File: config.mk
export PLATFORM = sky130hd
export DESIGN_NAME = pnp_config_port
export DESIGN_NICKNAME = d
export VERILOG_FILES = /design/src/rtl/pnp_config_port.v
export VERILOG_INCLUDE_DIRS = /design/src /design/src/rtl
export SDC_FILE = /design/constraint.sdc
export NUM_CORES = 1
export LEC_CHECK = 0
export BUFFER_PORTS_ARGS = -buffer_cell sky130_fd_sc_hd__buf_2
export CORE_MARGIN = 1.5
export CORE_UTILIZATION = 64
export DETAILED_ROUTE_END_ITERATION = 7
export GPL_TIMING_DRIVEN = 0
export HOLD_SLACK_MARGIN = 0.1
export MAX_ROUTING_LAYER = met4
export PLACE_DENSITY_LB_ADDON = 0.25
export SKIP_CTS_REPAIR_TIMING = 1
export SYNTH_ARGS = -nofsm -noshare
export SYNTH_HDL_FRONTEND = slang
export SYNTH_HIERARCHICAL = 1
export SYNTH_SLANG_ARGS = --single-unit
File: constraint.sdc
create_clock -name sys_clk -period 15.6 [get_ports sys_clk]
set_input_delay 4.68 -clock sys_clk [delete_from_list [all_inputs] [get_ports sys_clk]]
set_output_delay 4.68 -clock sys_clk [all_outputs]
set_load 0.01 [all_outputs]
File: src/rtl/pnp_config_defs.vh
`ifndef PNP_CONFIG_DEFS_VH
`define PNP_CONFIG_DEFS_VH

// ****************************************
// Keys and port layout
// ****************************************
`define KEY_ENTER        8'h55
`define KEY_EXIT         8'haa
`define DATA_PORT_STEP   16'h0001

// ****************************************
// Global register indices
// ****************************************
`define IDX_CONFIG_CTRL  8'h02
`define IDX_INDEX_ADDR   8'h03
`define IDX_FUNC_SEL     8'h07
`define IDX_CHIP_ID      8'h20
`define IDX_CHIP_REV     8'h21
`define IDX_POWER_CTRL   8'h22
`define IDX_POWER_MGMT   8'h23
`define IDX_OSC_CTRL     8'h24
`define IDX_KEY_LOW      8'h26
`define IDX_KEY_HIGH     8'h27
`define IDX_CLOCK_MASK   8'h28
`define IDX_TEST_D       8'h2b
`define IDX_TEST_E       8'h2c
`define IDX_TEST_A       8'h2d
`define IDX_TEST_B       8'h2e
`define IDX_TEST_C       8'h2f
`define IDX_BANK_FIRST   8'h30
`define SOFT_RESET_BIT   0

// ****************************************
// Reset values
// ****************************************
`define RST_INDEX_ADDR   8'h03
`define RST_OSC_CTRL     8'h04
`define RST_KEY_HIGH     8'h03
`define RST_KEY_LOW_0    8'hf0
`define RST_KEY_LOW_1    8'h70
`define RST_ZERO         8'h00

// ****************************************
// Timing
// ****************************************
`define CLK_PERIOD_NS    40
`define POR_BLOCK_NS     500000
`define POR_BLOCK_CYCLES (`POR_BLOCK_NS / `CLK_PERIOD_NS)

`endif

File: src/rtl/pnp_config_port.v
`include "pnp_config_defs.vh"

module pnp_config_port #(
    // Identity and revision values are arbitrary
    parameter [7:0]  CHIP_ID          = 8'h5a,
    parameter [7:0]  CHIP_REV         = 8'h01,
    parameter [31:0] POR_BLOCK_CYCLES = `POR_BLOCK_CYCLES
) (
    input  wire        sys_clk,
    input  wire        resetn,
    input  wire        bus_hard_reset,
    input  wire        strap,
    input  wire        aen,
    input  wire [15:0] io_addr,
    input  wire        io_write_n,
    input  wire        io_read_n,
    input  wire [7:0]  data_in,
    output reg  [7:0]  data_out,
    output wire        data_oe,
    output reg  [7:0]  bank_select,
    output reg  [7:0]  bank_index,
    output reg  [7:0]  bank_wdata,
    output reg         bank_write,
    output reg         bank_read,
    input  wire [7:0]  bank_rdata,
    output reg         bank_hard_reset,
    output reg         bank_soft_reset,
    output reg         config_mode,
    output reg         host_blocked
);

    // ****************************************
    // Reset release
    // ****************************************
    reg rst_meta_n;
    reg rst_n;

    always @(posedge sys_clk or negedge resetn) begin
        if (!resetn) begin
            rst_meta_n <= 1'b0;
            rst_n      <= 1'b0;
        end else begin
            rst_meta_n <= 1'b1;
            rst_n      <= rst_meta_n;
        end
    end

    localparam RUN    = 1'b0;
    localparam CONFIG = 1'b1;

    // ****************************************
    // Registers
    // ****************************************
    reg        state;
    reg [7:0]  index;
    reg [7:0]  index_address;
    reg [7:0]  power_control;
    reg [7:0]  power_management;
    reg [7:0]  oscillator_control;
    reg [7:0]  key_port_addr_low;
    reg [7:0]  key_port_addr_high;
    reg [7:0]  clock_mask;
    reg [7:0]  test_reg_a;
    reg [7:0]  test_reg_b;
    reg [7:0]  test_reg_c;
    reg [7:0]  test_reg_d;
    reg [7:0]  test_reg_e;
    reg        strap_load;
    reg [31:0] block_count;

    // ****************************************
    // Decode
    // ****************************************
    wire [15:0] key_addr  = {key_port_addr_high, key_port_addr_low};
    wire [15:0] data_addr = key_addr + `DATA_PORT_STEP;
    wire        cpu_cycle = !aen && !host_blocked;
    wire        hit_key   = cpu_cycle && (io_addr == key_addr);
    wire        hit_data  = cpu_cycle && (io_addr == data_addr) && (state == CONFIG);
    wire        wr_go;
    wire        rd_go;
    wire        key_wr    = wr_go && hit_key;
    wire        data_wr   = wr_go && hit_data;
    wire        data_rd   = rd_go && hit_data;
    wire        is_bank   = index >= `IDX_BANK_FIRST;
    wire        glob_wr   = data_wr && !is_bank;
    wire        soft_rst  = glob_wr && (index == `IDX_CONFIG_CTRL)
                            && data_in[`SOFT_RESET_BIT];

    // Index port reads back only in Configuration; in Run the key port is write-only
    assign data_oe = !io_read_n && ((hit_key && (state == CONFIG)) || hit_data);

    // ****************************************
    // Strobe edges
    // ****************************************
    // A transfer is taken once, on the first low cycle of its strobe
    strobe_fall #(
        .IDLE_LEVEL (1'b1)
    ) u_write_fall (
        .clk      (sys_clk),
        .rst_n    (rst_n),
        .strobe_n (io_write_n),
        .fall     (wr_go)
    );

    strobe_fall #(
        .IDLE_LEVEL (1'b1)
    ) u_read_fall (
        .clk      (sys_clk),
        .rst_n    (rst_n),
        .strobe_n (io_read_n),
        .fall     (rd_go)
    );

    // ****************************************
    // Power-on access block
    // ****************************************
    // Only the supply reset starts the window; a bus hard reset does not
    always @(posedge sys_clk or negedge rst_n) begin
        if (!rst_n) begin
            block_count  <= 32'h0000_0000;
            host_blocked <= 1'b1;
        end else if (block_count < POR_BLOCK_CYCLES - 32'h0000_0001) begin
            block_count  <= block_count + 32'h0000_0001;
        end else begin
            host_blocked <= 1'b0;
        end
    end

    // ****************************************
    // Access state
    // ****************************************
    // A hard reset lands in Run whatever key write is in flight
    always @(posedge sys_clk or negedge rst_n) begin
        if (!rst_n) begin
            state <= RUN;
        end else if (bus_hard_reset) begin
            state <= RUN;
        end else begin
            case (state)
                RUN: begin
                    if (key_wr && (data_in == `KEY_ENTER))
                        state <= CONFIG;
                end
                CONFIG: begin
                    if (key_wr && (data_in == `KEY_EXIT))
                        state <= RUN;
                end
                default: state <= RUN;
            endcase
        end
    end

    always @* begin
        config_mode = (state == CONFIG);
    end

    // ****************************************
    // Index port
    // ****************************************
    always @(posedge sys_clk or negedge rst_n) begin
        if (!rst_n) begin
            index <= `RST_ZERO;
        end else if (bus_hard_reset) begin
            index <= `RST_ZERO;
        end else if (key_wr && (state == CONFIG) && (data_in != `KEY_EXIT)) begin
            index <= data_in;
        end
    end

    // ****************************************
    // Strap capture
    // ****************************************
    // The strap is followed while hard reset holds, so the level at its release is kept
    always @(posedge sys_clk or negedge rst_n) begin
        if (!rst_n) begin
            strap_load <= 1'b1;
        end else begin
            strap_load <= bus_hard_reset;
        end
    end

    // ****************************************
    // Global registers
    // ****************************************
    always @(posedge sys_clk or negedge rst_n) begin
        if (!rst_n) begin
            index_address      <= `RST_INDEX_ADDR;
            bank_select        <= `RST_ZERO;
            power_control      <= `RST_ZERO;
            power_management   <= `RST_ZERO;
            oscillator_control <= `RST_OSC_CTRL;
            key_port_addr_low  <= `RST_KEY_LOW_0;
            key_port_addr_high <= `RST_KEY_HIGH;
            clock_mask         <= `RST_ZERO;
            test_reg_a         <= `RST_ZERO;
            test_reg_b         <= `RST_ZERO;
            test_reg_c         <= `RST_ZERO;
            test_reg_d         <= `RST_ZERO;
            test_reg_e         <= `RST_ZERO;
        end else if (bus_hard_reset || strap_load) begin
            // Test registers keep their contents across a bus hard reset
            index_address      <= `RST_INDEX_ADDR;
            bank_select        <= `RST_ZERO;
            power_control      <= `RST_ZERO;
            power_management   <= `RST_ZERO;
            oscillator_control <= `RST_OSC_CTRL;
            key_port_addr_low  <= strap ? `RST_KEY_LOW_1 : `RST_KEY_LOW_0;
            key_port_addr_high <= `RST_KEY_HIGH;
            clock_mask         <= `RST_ZERO;
        end else if (soft_rst) begin
            bank_select        <= `RST_ZERO;
            power_control      <= `RST_ZERO;
            clock_mask         <= `RST_ZERO;
        end else if (data_wr) begin
            case (index)
                `IDX_INDEX_ADDR: index_address      <= data_in;
                `IDX_FUNC_SEL:   bank_select        <= data_in;
                `IDX_POWER_CTRL: power_control      <= data_in;
                `IDX_POWER_MGMT: power_management   <= data_in;
                `IDX_OSC_CTRL:   oscillator_control <= data_in;
                `IDX_KEY_LOW:    key_port_addr_low  <= data_in;
                `IDX_KEY_HIGH:   key_port_addr_high <= data_in;
                `IDX_CLOCK_MASK: clock_mask         <= data_in;
                `IDX_TEST_A:     test_reg_a         <= data_in;
                `IDX_TEST_B:     test_reg_b         <= data_in;
                `IDX_TEST_C:     test_reg_c         <= data_in;
                `IDX_TEST_D:     test_reg_d         <= data_in;
                `IDX_TEST_E:     test_reg_e         <= data_in;
                default: begin
                end
            endcase
        end
    end

    // ****************************************
    // Logical device bank path
    // ****************************************
    // Index and data are held after the strobe so the bank may sample them late
    always @(posedge sys_clk or negedge rst_n) begin
        if (!rst_n) begin
            bank_index      <= `RST_ZERO;
            bank_wdata      <= `RST_ZERO;
            bank_write      <= 1'b0;
            bank_read       <= 1'b0;
            bank_hard_reset <= 1'b1;
            bank_soft_reset <= 1'b0;
        end else begin
            bank_index      <= index;
            bank_write      <= data_wr && is_bank;
            bank_read       <= data_rd && is_bank;
            bank_hard_reset <= bus_hard_reset;
            bank_soft_reset <= soft_rst;
            if (data_wr)
                bank_wdata  <= data_in;
        end
    end

    // ****************************************
    // Read data
    // ****************************************
    // Registered, so a read must hold its address a cycle before data is taken
    reg [7:0] next_data_out;

    always @* begin
        next_data_out = `RST_ZERO;
        if (hit_key && (state == CONFIG)) begin
            next_data_out = index;
        end else if (is_bank) begin
            next_data_out = bank_rdata;
        end else begin
            case (index)
                `IDX_INDEX_ADDR: next_data_out = index_address;
                `IDX_FUNC_SEL:   next_data_out = bank_select;
                `IDX_CHIP_ID:    next_data_out = CHIP_ID;
                `IDX_CHIP_REV:   next_data_out = CHIP_REV;
                `IDX_POWER_CTRL: next_data_out = power_control;
                `IDX_POWER_MGMT: next_data_out = power_management;
                `IDX_OSC_CTRL:   next_data_out = oscillator_control;
                `IDX_KEY_LOW:    next_data_out = key_port_addr_low;
                `IDX_KEY_HIGH:   next_data_out = key_port_addr_high;
                `IDX_CLOCK_MASK: next_data_out = clock_mask;
                `IDX_TEST_A:     next_data_out = test_reg_a;
                `IDX_TEST_B:     next_data_out = test_reg_b;
                `IDX_TEST_C:     next_data_out = test_reg_c;
                `IDX_TEST_D:     next_data_out = test_reg_d;
                `IDX_TEST_E:     next_data_out = test_reg_e;
                default:         next_data_out = `RST_ZERO;
            endcase
        end
    end

    always @(posedge sys_clk or negedge rst_n) begin
        if (!rst_n) begin
            data_out <= `RST_ZERO;
        end else begin
            data_out <= next_data_out;
        end
    end

endmodule // pnp_config_port

// ****************************************
// Strobe falling edge
// ****************************************
module strobe_fall #(
    parameter [0:0] IDLE_LEVEL = 1'b1
) (
    input  wire clk,
    input  wire rst_n,
    input  wire strobe_n,
    output wire fall
);

    reg prev_n;

    // Resting at the idle level lets a strobe held low through reset count as an edge once reset ends
    always @(posedge clk or negedge rst_n) begin
        if (!rst_n) begin
            prev_n <= IDLE_LEVEL;
        end else begin
            prev_n <= strobe_n;
        end
    end

    assign fall = !strobe_n && prev_n;

endmodule // strobe_fall

## Word level (Yosys, flattened, before mapping)

Index checks and enable logic that the tools add are counted.

| cells by class | value |
|---|---|
| add/sub/neg operators | 2 |
| $lt $le $gt $ge | 2 |
| equal/unequal tests | 22 |
| muxes and demuxes | 42 |
| bitwise gates (word level) | 3 |
| reductions and logical operators | 51 |

Operator list:

| operator | count |
|---|---|
| $mux W8 | 37 |
| $pmux W8 S15 | 1 |
| $eq A8 B6 Y1 const B | 13 |
| $add A32 B1 Y32 const B | 1 |
| $eq A16 B16 Y1 | 2 |
| $lt A32 B14 Y1 const B | 1 |
| $logic_and A1 B1 Y1 | 20 |
| $reduce_and A4 Y1 | 5 |
| $add A16 B1 Y16 const B | 1 |
| $eq A8 B2 Y1 const B | 2 |
| $reduce_and A3 Y1 | 5 |
| $reduce_bool A2 Y1 | 7 |
| $reduce_bool A3 Y1 | 4 |
| $eq A8 B3 Y1 const B | 1 |
| $eq A8 B7 Y1 const B | 1 |
| $eq A8 B8 Y1 const B | 1 |
| $ge A8 B6 Y1 const B | 1 |
| $ne A8 B8 Y1 const B | 1 |
| $reduce_and A2 Y1 | 3 |
| $logic_not A1 Y1 | 5 |
| $mux W1 | 3 |
| $not A1 Y1 | 3 |
| $logic_or A1 B1 Y1 | 2 |
| $ne A2 B1 Y1 const B | 1 |
| $pmux W1 S2 | 1 |

| storage, ports and cells | value |
|---|---|
| bits in registers | 178 |
| bits of input ports | 39 |
| output and inout bits | 39 |
| word-level logic and storage cells | 150 |

## Depth between registers and ports, before layout

Gate-level depths: netlist of the first run.

| logic depth | value |
|---|---|
| depth after elaboration | 10 |
| mapped depth | 10 |
| depth with buffers taken out | 8 |

## Cells and area by module

Netlist of the first run, hierarchy kept.

Modules (own cells, without submodules):

| module | times used | cells each | area an instance (um2) | sequential area each (um2) |
|---|---|---|---|---|
| pnp_config_port | 1 | 764 | 8441.8 | 4418.0 |
| strobe_fall | 2 | 2 | 40.0 | 26.3 |

## Least setup slack after synthesis of the first run

OpenSTA, ideal clock, no wires.

| timing path | value |
|---|---|
| kind | input-to-output |
| start | input port io_addr[12] |
| end | output port data_oe |
| arrival | 6.530 ns |
| data required time | 10.920 ns |
| slack | 4.390 ns |
| stages | 6 |
| buffers on the path | 0 |
| cells stage by stage | xor2_1 > xor2_1 > nand4_1 > or4_1 > or4_1 > a21oi_1 |

| between the ends | value |
|---|---|
| longest elaborated chain between the ends | 5 |
| elaborated cells on any way between the ends | 8 |
| those cells by class | eq/ne (2); reduce/logical (6) |

RTL lines:

| item | RTL line | RTL |
|---|---|---|
| start, declared | pnp_config_port.v:14 | `input wire [15:0] io_addr,` |
| $eq A16 B16 Y1 (on tied branches) | pnp_config_port.v:77, pnp_config_port.v:78 |  |
| $logic_and A1 B1 Y1 (on tied branches) | pnp_config_port.v:77, pnp_config_port.v:78 |  |
| $logic_and A1 B1 Y1 (on tied branches) | pnp_config_port.v:90, pnp_config_port.v:78 |  |
| $logic_or A1 B1 Y1 * | pnp_config_port.v:90 | `assign data_oe = !io_read_n && ((hit_key && (state == CONFIG)) \|\| hit_data);` |
| $logic_and A1 B1 Y1 * | pnp_config_port.v:90 |  |
| end, declared | pnp_config_port.v:19 | `output wire data_oe,` |

Every way passes the cells marked *; elsewhere a longest branch is shown, timed or not.

## Final worst setup path of the first run

| timing path | value |
|---|---|
| start | input port io_addr[2] |
| end | output port data_oe |

The elaborated chain is that of the path after synthesis.

==> results.py, run 1 <==
metrics = {
    "run_status": {
        "status": "finished, final reports clean",
    },
    "global_route": {
        "grt_overflow": 0,
        "grt_pass1_wl_um": 41500,
        "grt_pass1_vias": 7273,
        "antenna_found_initial": 0,
        "grt.total_usage": 0.409,
        "grt_start_max_net_pins": 72,
    },
    "cts": {
        "clk_pin_slew_ps": 70,
        "cts_max_level": 4,
        "clockRootBuffer": "clkbuf_16",
        "cts_buffers": 17,
        "insertion_delay_ps": 440,
        "cts_tree": "yes",
        "clock_path_buffers": 2,
        "cts.sinks": 178,
    },
    "sta": {
        "worst_pin_slew_ps": 956,
        "setup_violations": 0,
        "slew_headroom": 0.362,
        "period_needed_ps": 11680,
        "holdWs_ps": 362,
        "final.setup.tns_ps": 0,
        "fin_skew_ps": 9.78,
        "final_max_slew_viol_count": 0,
        "rsz0062_at_grt": "false",
        "fmax_mhz": 85.6,
        "hold_viol": 0,
        "min_period_over_period": 0.749,
    },
    "drt": {
        "drt-wirelength-per-cell_um": 25.7,
        "vias": 7144,
        "antenna_left": 0,
        "routed_wirelength_um": 27000,
        "viasPerCell": 6.80,
        "drc": 0,
        "drtPass1Iterations": 6,
        "drtIter0Drc": 1096,
    },
    "layout": {
        "areaGrowthSynthToFinish_pct": 15.3,
        "fin_nets": 907,
        "largest_reg_flops": 32,
        "num_antenna_cells": 0,
        "regMostFlops": "block_count",
        "fin_area_um2": 9830,
        "drive_above_1_share": 0.223,
    },
    "power": {
        "pwr-share-seq": 0.481,
        "leakagePower_nw": 4.70,
        "cell_internal_pwr_w": 0.000722,
        "vdd_drop_max_mv": 0.0931,
        "power_density_nw_per_um2": 98.6,
        "net-switching-power_w": 0.000247,
        "clkPwrFrac": 0.474,
        "switching_share": 0.255,
        "power_w": 0.000969,
        "p_comb_frac": 0.045,
    },
    "floorplanning": {
        "dieWidth_um": 118,
        "start_util": 0.664,
        "core_area_um2": 12800,
        "chipHeight_um": 118,
        "row_count": 41,
        "die-area_um2": 14000,
        "boundaryPins": 78,
    },
    "placed_design": {
        "place.gp.congestion": 1.05,
        "port_buffers": 77,
        "place_area_um2": 9190,
        "hpwl_um": 19100,
    },
    "yosys": {
        "synth_area_leaders": "dfrtp_1 48%, mux2_2 5.9%, mux2i_1 5.9%",
        "synth_top_cell_area_share": 0.485,
        "syn_nets": 809,
        "yosysSeqAreaShare": 0.525,
        "synth-edff-count": 0,
        "ys.flop_type": "dfrtp_1",
        "synth_area_leader_cell": "dfrtp_1",
        "async_flop_share": 1.00,
        "yosysWarnings": 6,
        "synth.distinct_cells": 64,
        "avgSynthCellArea_um2": 11.1,
        "synth_cells": 768,
        "ys_seq_elements": 178,
        "synthesis.area_um2": 8520,
    },
    "critical_path": {
        "crit_top_cell": "buf_2",
        "cp_max_fo": 10,
        "crit_path_top_delay_cell": "nor3_1",
        "arrival_ps": 7000,
        "cp-end-kind": "output pin",
        "slowest_delay_ps": 440,
        "crit_chain": "buf_2 > xor2_1 > nor4_1 > nand4_1 > nor3_1 > nand2_1 > clkbuf_1 > a21oi_1 > buf_2",
        "cp.required_ps": 10920,
        "critPathLaunchType": "input port",
        "worstRegToRegCells": 10,
        "timing.setup.critical_path_class": "input port to output pin",
    },
    "hold_path": {
        "hold_depth": 0,
        "hp-class": "flip-flop to flip-flop",
    },
    "flow_run": {
        "drv_cap": 0,
    },
}
==> layout make-up <==
class / instances / area, um^2
clock buffer: 17 / 425
clock inverter: 15 / 216
buffer: 63 / 262
sequential: 178 / 4470
inverter: 5 / 18.8
fill: 850 / 3000
multi-input combinational: 522 / 3780
timing repair buffer: 79 / 440
tap: 172 / 215
==> metrics by stage <==
| stage | std cells | util | setup WS (ps) |
|---|---|---|---|
| after detailed placement | 1019 | 0.716 | 3980 |
| after CTS | 1051 | 0.766 | 3960 |
| after global placement | 1017 | 0.711 | 3970 |
| after global routing | 1051 | 0.766 | 3810 |
| final | 1051 | 0.766 | 3920 |
| after floorplan | 768 | - | 4390 |
==> logic make-up after synthesis <==
family,synth area share
xor gates and xnor gates,0.0370
AOI/OAI and AO/OA,0.103
buffers and inverters,0.0329
DFF,0.525
other,0.000440
muxes,0.127
adders and majority gates,0.00294
and+or+nand+nor,0.172
==> cell usage in the layout, fill, tap and decap left out, types with 8 or more instances in the layout <==
cell,synthesis,layout
xnor2_1,14,14
mux2i_1,50,50
a21oi_1,12,12
nand3_1,18,18
clkbuf_16,0,17
o21ai_0,10,10
o2bb2ai_1,13,13
dfstp_2,13,13
clkbuf_1,50,50
nand4_1,19,19
nor2_1,58,58
nand2_1,89,89
nor3_1,8,8
a22oi_1,14,14
buf_2,5,82
and3_1,8,8
dfrtp_1,165,164
mux2_2,45,45
a32o_1,12,12
nor4_1,12,12
xor2_1,22,22
==> synth_stat cells, types with 6 or more instances <==
cell type  instances
or3_1              7
dfstp_2           13
nor3_1             8
nand3_1           18
a21oi_1           12
nand2_1           89
xor2_1            22
and3_1             8
a221oi_1           6
o21ai_0           10
mux2i_1           50
nor4_1            12
a32o_1            12
a222oi_1           7
dfrtp_1          165
o2bb2ai_1         13
or4_1              7
xnor2_1           14
a22oi_1           14
nand4_1           19
mux2_2            45
clkbuf_1          50
nor2_1            58
==> worst max-delay path, delay by kind of cell <==
| family | cells | cell delay, ps |
|---|---|---|
| and+or+nand+nor | 4 | 1300 |
| buffers and inverters | 3 | 650 |
| AOI/OAI and AO/OA | 1 | 200 |
| xor gates and xnor gates | 1 | 160 |
==> metal layers <==
metal	up-vias	GRT usage	share of wire
met5	-	-	0
met1	3559	0.534	0.39
li1	2991	-	-
met3	93	0.114	0.11
met4	0	0.179	0.039
met2	501	0.604	0.46
==> final timing paths <==
check                                     start            end  slack, ps
max reg2reg                key_port_addr_low[1]  bank_wdata[4]      11390
min in group asynchronous                 rst_n  bank_wdata[0]        480
max in group asynchronous                resetn          rst_n      11480
min reg2reg                          rst_meta_n          rst_n        360
min                                  rst_meta_n          rst_n        360
max                                  io_addr[2]        data_oe       3920
==> power by group through the flow <==
stage,combinational (W),sequential [W],clock [W]
finish,0.0000432,0.000466,0.000460
global route,0.0000456,0.000467,0.000477
CTS,0.0000418,0.000467,0.000459
detailed placement,0.0000414,0.000476,0
global placement,0.0000339,0.000480,0
floorplan,0.0000175,0.000478,0
No activity file was read; power rests on OpenSTA's default activity.
==> inputs of run 2 (changes only) <==
--- a/config.mk
+++ b/config.mk
@@ -6,9 +6,10 @@
 export SDC_FILE = /design/constraint.sdc
 export NUM_CORES = 1
 export LEC_CHECK = 0
+export ABC_AREA = 1
 export BUFFER_PORTS_ARGS = -buffer_cell sky130_fd_sc_hd__buf_2
 export CORE_MARGIN = 1.5
-export CORE_UTILIZATION = 64
+export CORE_UTILIZATION = 60
 export DETAILED_ROUTE_END_ITERATION = 7
 export GPL_TIMING_DRIVEN = 0
 export HOLD_SLACK_MARGIN = 0.1
==> constraint.sdc (replaced) <==
create_clock -name sys_clk -period 11.6 [get_ports sys_clk]
set_input_delay 3.48 -clock sys_clk [delete_from_list [all_inputs] [get_ports sys_clk]]
set_output_delay 3.48 -clock sys_clk [all_outputs]
set_load 0.01 [all_outputs]
==> run 2 against run 1 <==
  * Utilization fell by 5.9 points
  * Critical path type unchanged
  * Largest power group unchanged
  * Design area up 0.31%
  * Clock-buffer cell count up 1
  * Die area up 7.6%
==> results.py, run 2 <==
metrics = {
    "run_status": {
        "status": "finished, final reports clean",
    },
    "cts": {
        "cts_max_level": 4,
        "cts_buffers": 17,
        "clockRootBuffer": "clkbuf_16",
        "cts.sinks": 178,
        "cts_tree": "yes",
        "insertion_delay_ps": 440,
        "clk_pin_slew_ps": 70,
        "clock_path_buffers": 2,
    },
    "floorplanning": {
        "die-area_um2": 15100,
        "core_area_um2": 13900,
        "dieWidth_um": 123,
        "row_count": 43,
        "boundaryPins": 78,
        "start_util": 0.618,
        "chipHeight_um": 123,
    },
    "yosys": {
        "synth_area_leader_cell": "dfrtp_1",
        "yosysWarnings": 6,
        "synth_cells": 1065,
        "synth.distinct_cells": 47,
        "synth_most_common_cell": "nand2_1",
        "synth_commonest_cells": "383 x nand2_1, 165 x dfrtp_1, 108 x inv_1, 77 x nor2_1, 60 x o21ai_0",
        "avgSynthCellArea_um2": 8.08,
        "ys_seq_elements": 178,
        "yosysSeqAreaShare": 0.519,
        "synth-edff-count": 0,
        "synth_area_leaders": "dfrtp_1 48%, nand2_1 17%, inv_1 4.7%",
        "ys.flop_type": "dfrtp_1",
        "async_flop_share": 1.00,
        "synthesis.area_um2": 8610,
        "synth_top_cell_area_share": 0.480,
        "syn_nets": 1106,
    },
    "drt": {
        "routed_wirelength_um": 23900,
        "vias": 7738,
        "drtIter0Drc": 901,
        "drc": 0,
        "viasPerCell": 5.72,
        "drtPass1Iterations": 6,
        "drt-wirelength-per-cell_um": 17.7,
        "antenna_left": 0,
    },
    "sta": {
        "min_period_over_period": 0.771,
        "final.setup.tns_ps": 0,
        "period_needed_ps": 8940,
        "fin_skew_ps": 7.25,
        "hold_viol": 0,
        "holdWs_ps": 284,
        "final_max_slew_viol_count": 0,
        "setup_slack_ps": 2660,
        "slew_headroom": 0.313,
        "fmax_mhz": 112,
        "rsz0062_at_grt": "false",
        "setup_violations": 0,
        "worst_pin_slew_ps": 1020,
    },
    "critical_path": {
        "worstRegToRegCells": 11,
        "cp.required_ps": 8120,
        "arrival_ps": 5460,
        "cp-end-kind": "output pin",
        "cp_max_fo": 10,
        "timing.setup.critical_path_class": "input port to output pin",
        "critPathLaunchType": "input port",
    },
    "layout": {
        "regMostFlops": "block_count",
        "fillers": 1095,
        "areaGrowthSynthToFinish_pct": 14.5,
        "drive_above_1_share": 0.140,
        "mostFrequentLayoutCells": "383 x nand2_1, 164 x dfrtp_1, 108 x inv_1",
        "fin_cells": 1353,
        "multi_input_area_um2": 3520,
        "fin_nets": 1201,
        "final-seq-area_um2": 4470,
        "largest_reg_flops": 32,
        "final_common_cell": "nand2_1",
        "num_antenna_cells": 0,
        "fin_area_um2": 9860,
    },
    "placed_design": {
        "placed_cells": 1321,
        "hpwl_um": 17200,
        "place.gp.congestion": 1.05,
        "place_area_um2": 9280,
        "port_buffers": 73,
        "dp_worst_setup_slack_ps": 2730,
    },
    "global_route": {
        "antenna_found_initial": 0,
        "grt_pass1_vias": 7396,
        "grt_pass1_wl_um": 37900,
        "grt_start_max_net_pins": 55,
        "grt_overflow": 0,
        "grt.total_usage": 0.349,
    },
    "hold_path": {
        "hp-class": "flip-flop to async pin",
    },
    "flow_run": {
        "drv_cap": 0,
    },
    "power": {
        "leakagePower_nw": 5.18,
        "vdd_drop_max_mv": 0.109,
        "power_density_nw_per_um2": 132,
    },
}
==> run 2: cell count changes after synthesis, moves of 21 or more <==
cell,change
inv_1,+103
mux2_2,-45
mux2i_1,-50
nand2_1,+294
nand3_1,+21
o21ai_0,+50
==> run 2: worst max-delay path, stage by stage <==
cell,delay [ps]
buf_2,100
inv_1,40
nand2_1,80
nor3_1,280
nand4_1,170
nor2_1,210
nand3_1,370
clkbuf_1,360
a21oi_1,220
buf_2,150
==> run 2: kinds of logic (layout without fill, tap and decap cells) <==
logic type | after synthesis | after routing | synth area share
other | 1 | 1 | 0.000436
AOI/OAI and AO/OA | 129 | 129 | 0.0962
adders and majority gates | 2 | 2 | 0.00291
and+or+nand+nor | 583 | 583 | 0.294
DFF | 178 | 178 | 0.519
xor gates and xnor gates | 15 | 15 | 0.0153
buffers and inverters | 157 | 265 | 0.0718
==> run 2: worst paths after layout <==
check | start | endpoint | slack [ps]
max | aen | data_oe | 2660
min | rst_n | block_count[12] | 280
max reg2reg | index[4] | data_out[2] | 8720
min reg2reg | rst_n | block_count[12] | 280
max in group asynchronous | resetn | rst_n | 8680
min in group sys_clk | rst_meta_n | rst_n | 350
==> run 2: area by class of cell <==
class	count	share of cell area
flip-flops and latches	178	0.454
multi-input cells	730	0.357
repair buffers	76	0.0447
inverters	114	0.0439
clock buffers	18	0.0435
well taps	180	0.0228
plain buffers	43	0.0188
clock inverters	14	0.0155
==> run 2: layer usage <==
layer	vias to the layer above	routed length [um]	GRT usage	part of all wire
met1	3617	10100	0.470	0.42
met2	423	10700	0.510	0.45
met4	0	912	0.161	0.038
li1	3615	-	-	-
met3	83	2220	0.0757	0.093
met5	-	0	-	0
==> run 2: power breakdown <==
part / total [W] / internal [W] / switching [W]
combinational: 0.0000890 / 0.0000242 / 0.0000648
clock: 0.000574 / 0.000320 / 0.000254
sequential: 0.000643 / 0.000633 / 0.00000952
total: 0.00131 / 0.000978 / 0.000329
==> run 2: through the flow <==
stage          total power [W]   util
2_1_floorplan         0.000707      -
3_3_place_gp          0.000736  0.660
3_5_place_dp          0.000741  0.666
4_1_cts                0.00131  0.708
5_1_grt                0.00134  0.708
6_report               0.00131  0.708
==> inputs of run 3 (changes only) <==
--- a/config.mk
+++ b/config.mk
@@ -6,7 +6,7 @@
 export SDC_FILE = /design/constraint.sdc
 export NUM_CORES = 1
 export LEC_CHECK = 0
-export ABC_AREA = 1
+export ABC_AREA = 0
 export BUFFER_PORTS_ARGS = -buffer_cell sky130_fd_sc_hd__buf_2
 export CORE_MARGIN = 1.5
 export CORE_UTILIZATION = 60
==> constraint.sdc (replaced) <==
create_clock -name sys_clk -period 8.7 [get_ports sys_clk]
set_input_delay 2.61 -clock sys_clk [delete_from_list [all_inputs] [get_ports sys_clk]]
set_output_delay 2.61 -clock sys_clk [all_outputs]
set_load 0.01 [all_outputs]
==> run 3 against run 2 <==
  * First-iteration DRC count fell by 4.2%
  * Sequential power rose by 30%
  * Total power rose by 27%
  * Critical path type unchanged
  * Largest power group unchanged
  * Highest routed layer unchanged
==> results.py, run 3 (synthesis results as in run 1) <==
metrics = {
    "cts": {
        "clk_pin_slew_ps": 70,
        "clock_path_buffers": 2,
        "cts_buffers": 17,
        "clockRootBuffer": "clkbuf_16",
        "cts.sinks": 178,
        "cts_tree": "yes",
        "cts_max_level": 4,
        "insertion_delay_ps": 430,
    },
    "power": {
        "net-switching-power_w": 0.000417,
        "cell_internal_pwr_w": 0.00125,
        "p_comb_frac": 0.046,
        "vdd_drop_max_mv": 0.138,
        "clkPwrFrac": 0.452,
        "pwr-share-seq": 0.502,
        "switching_share": 0.250,
        "power_density_nw_per_um2": 170,
        "leakagePower_nw": 4.69,
    },
    "drt": {
        "antenna_left": 0,
        "routed_wirelength_um": 25300,
        "drtIter0Drc": 863,
        "drt-wirelength-per-cell_um": 23.9,
        "viasPerCell": 6.59,
        "drtPass1Iterations": 6,
        "vias": 6988,
        "drc": 0,
    },
    "critical_path": {
        "critPathLaunchType": "input port",
        "cp_max_fo": 10,
        "cp-end-kind": "output pin",
        "cp.required_ps": 6090,
        "arrival_ps": 4960,
        "critPathLaunch": "io_addr[11]",
        "r2r_end": "clock_mask[5]",
        "crit_end": "data_oe",
        "worstReg2RegStart": "key_port_addr_low[1]",
        "timing.setup.critical_path_class": "input port to output pin",
        "ff2ff_setup_slack_ps": 4470,
        "worstRegToRegCells": 9,
    },
    "run_status": {
        "status": "finished, final reports clean",
    },
    "layout": {
        "fin_area_um2": 9790,
        "fin_nets": 908,
        "final_common_cell": "dfrtp_1",
        "drive_above_1_share": 0.224,
        "regMostFlops": "block_count",
        "areaGrowthSynthToFinish_pct": 14.9,
        "largest_reg_flops": 32,
        "num_antenna_cells": 0,
        "mostFrequentLayoutCells": "164 x dfrtp_1, 89 x nand2_1, 82 x buf_2",
    },
    "global_route": {
        "grt_pass1_wl_um": 38500,
        "grt.total_usage": 0.366,
        "grt_overflow": 0,
        "grt_pass1_vias": 6931,
        "antenna_found_initial": 0,
        "grt_start_max_net_pins": 70,
    },
    "sta": {
        "holdWs_ps": 357,
        "period_needed_ps": 7570,
        "hold_viol": 0,
        "slew_headroom": 0.357,
        "final_max_slew_viol_count": 0,
        "setup_slack_ps": 1130,
        "rsz0062_at_grt": "false",
        "fin_skew_ps": 7.46,
        "setup_violations": 0,
        "fmax_mhz": 132,
        "min_period_over_period": 0.870,
        "worst_pin_slew_ps": 956,
        "final.setup.tns_ps": 0,
    },
    "hold_path": {
        "hp-class": "flip-flop to flip-flop",
        "min_from": "rst_meta_n",
        "hold_depth": 0,
    },
    "floorplanning": {
        "boundaryPins": 78,
        "die-area_um2": 14900,
        "chipHeight_um": 122,
        "row_count": 43,
        "dieWidth_um": 122,
        "start_util": 0.614,
        "core_area_um2": 13900,
    },
    "placed_design": {
        "place_area_um2": 9210,
        "place.gp.congestion": 0.975,
        "hpwl_um": 18300,
        "dp_worst_setup_slack_ps": 1200,
        "port_buffers": 77,
    },
    "flow_run": {
        "drv_cap": 0,
    },
}
-- run 3: final cells by class --
class / count / area (um^2)
Buffer: 63 / 262
Multi-Input combinational cell: 522 / 3780
Timing Repair Buffer: 80 / 448
Fill cell: 1030 / 4090
Inverter: 5 / 18.8
Clock inverter: 13 / 133
Tap cell: 180 / 225
Sequential cell: 178 / 4470
Clock buffer: 19 / 453
-- run 3: worst max-delay path: stages --
cell and delay, ps:
buf_2 110, xor2_1 180, nor4_1 380, nand4_1 160, nor3_1 360, nand2_1 400, clkbuf_1 400, a21oi_1 220
buf_2 150
-- run 3: metrics by stage --
step | cells | total power [W] | util
2_1_floorplan | 768 | 0.000889 | -
3_3_place_gp | 1025 | 0.000921 | 0.658
3_5_place_dp | 1028 | 0.000927 | 0.663
4_1_cts | 1060 | 0.00167 | 0.705
5_1_grt | 1060 | 0.00171 | 0.705
6_report | 1060 | 0.00167 | 0.705
-- run 3: metal layers --
metal  vias up  GRT usage  routed length, um
met2       429      0.544              11600
met3        83      0.104               2530
met5         -          -                  0
met4         0      0.165               1040
met1      3472      0.470              10200
li1       3004          -                  -
-- run 3: power groups by stage --
stage / logic [W] / clock network, W / registers [W]
after floorplan: 0.0000313 / 0 / 0.000858
after global placement: 0.0000604 / 0 / 0.000861
after detailed placement: 0.0000753 / 0 / 0.000851
after CTS: 0.0000759 / 0.000758 / 0.000836
after global routing: 0.0000829 / 0.000792 / 0.000836
final: 0.0000772 / 0.000753 / 0.000835
-- run 3: how the worst min path moves through the flow --
stage | to | slack, ps
2_1_floorplan | rst_n | 330
3_3_place_gp | rst_n | 340
3_5_place_dp | rst_n | 340
4_1_cts | rst_n | 360
5_1_grt | rst_n | 370
6_report | rst_n | 360
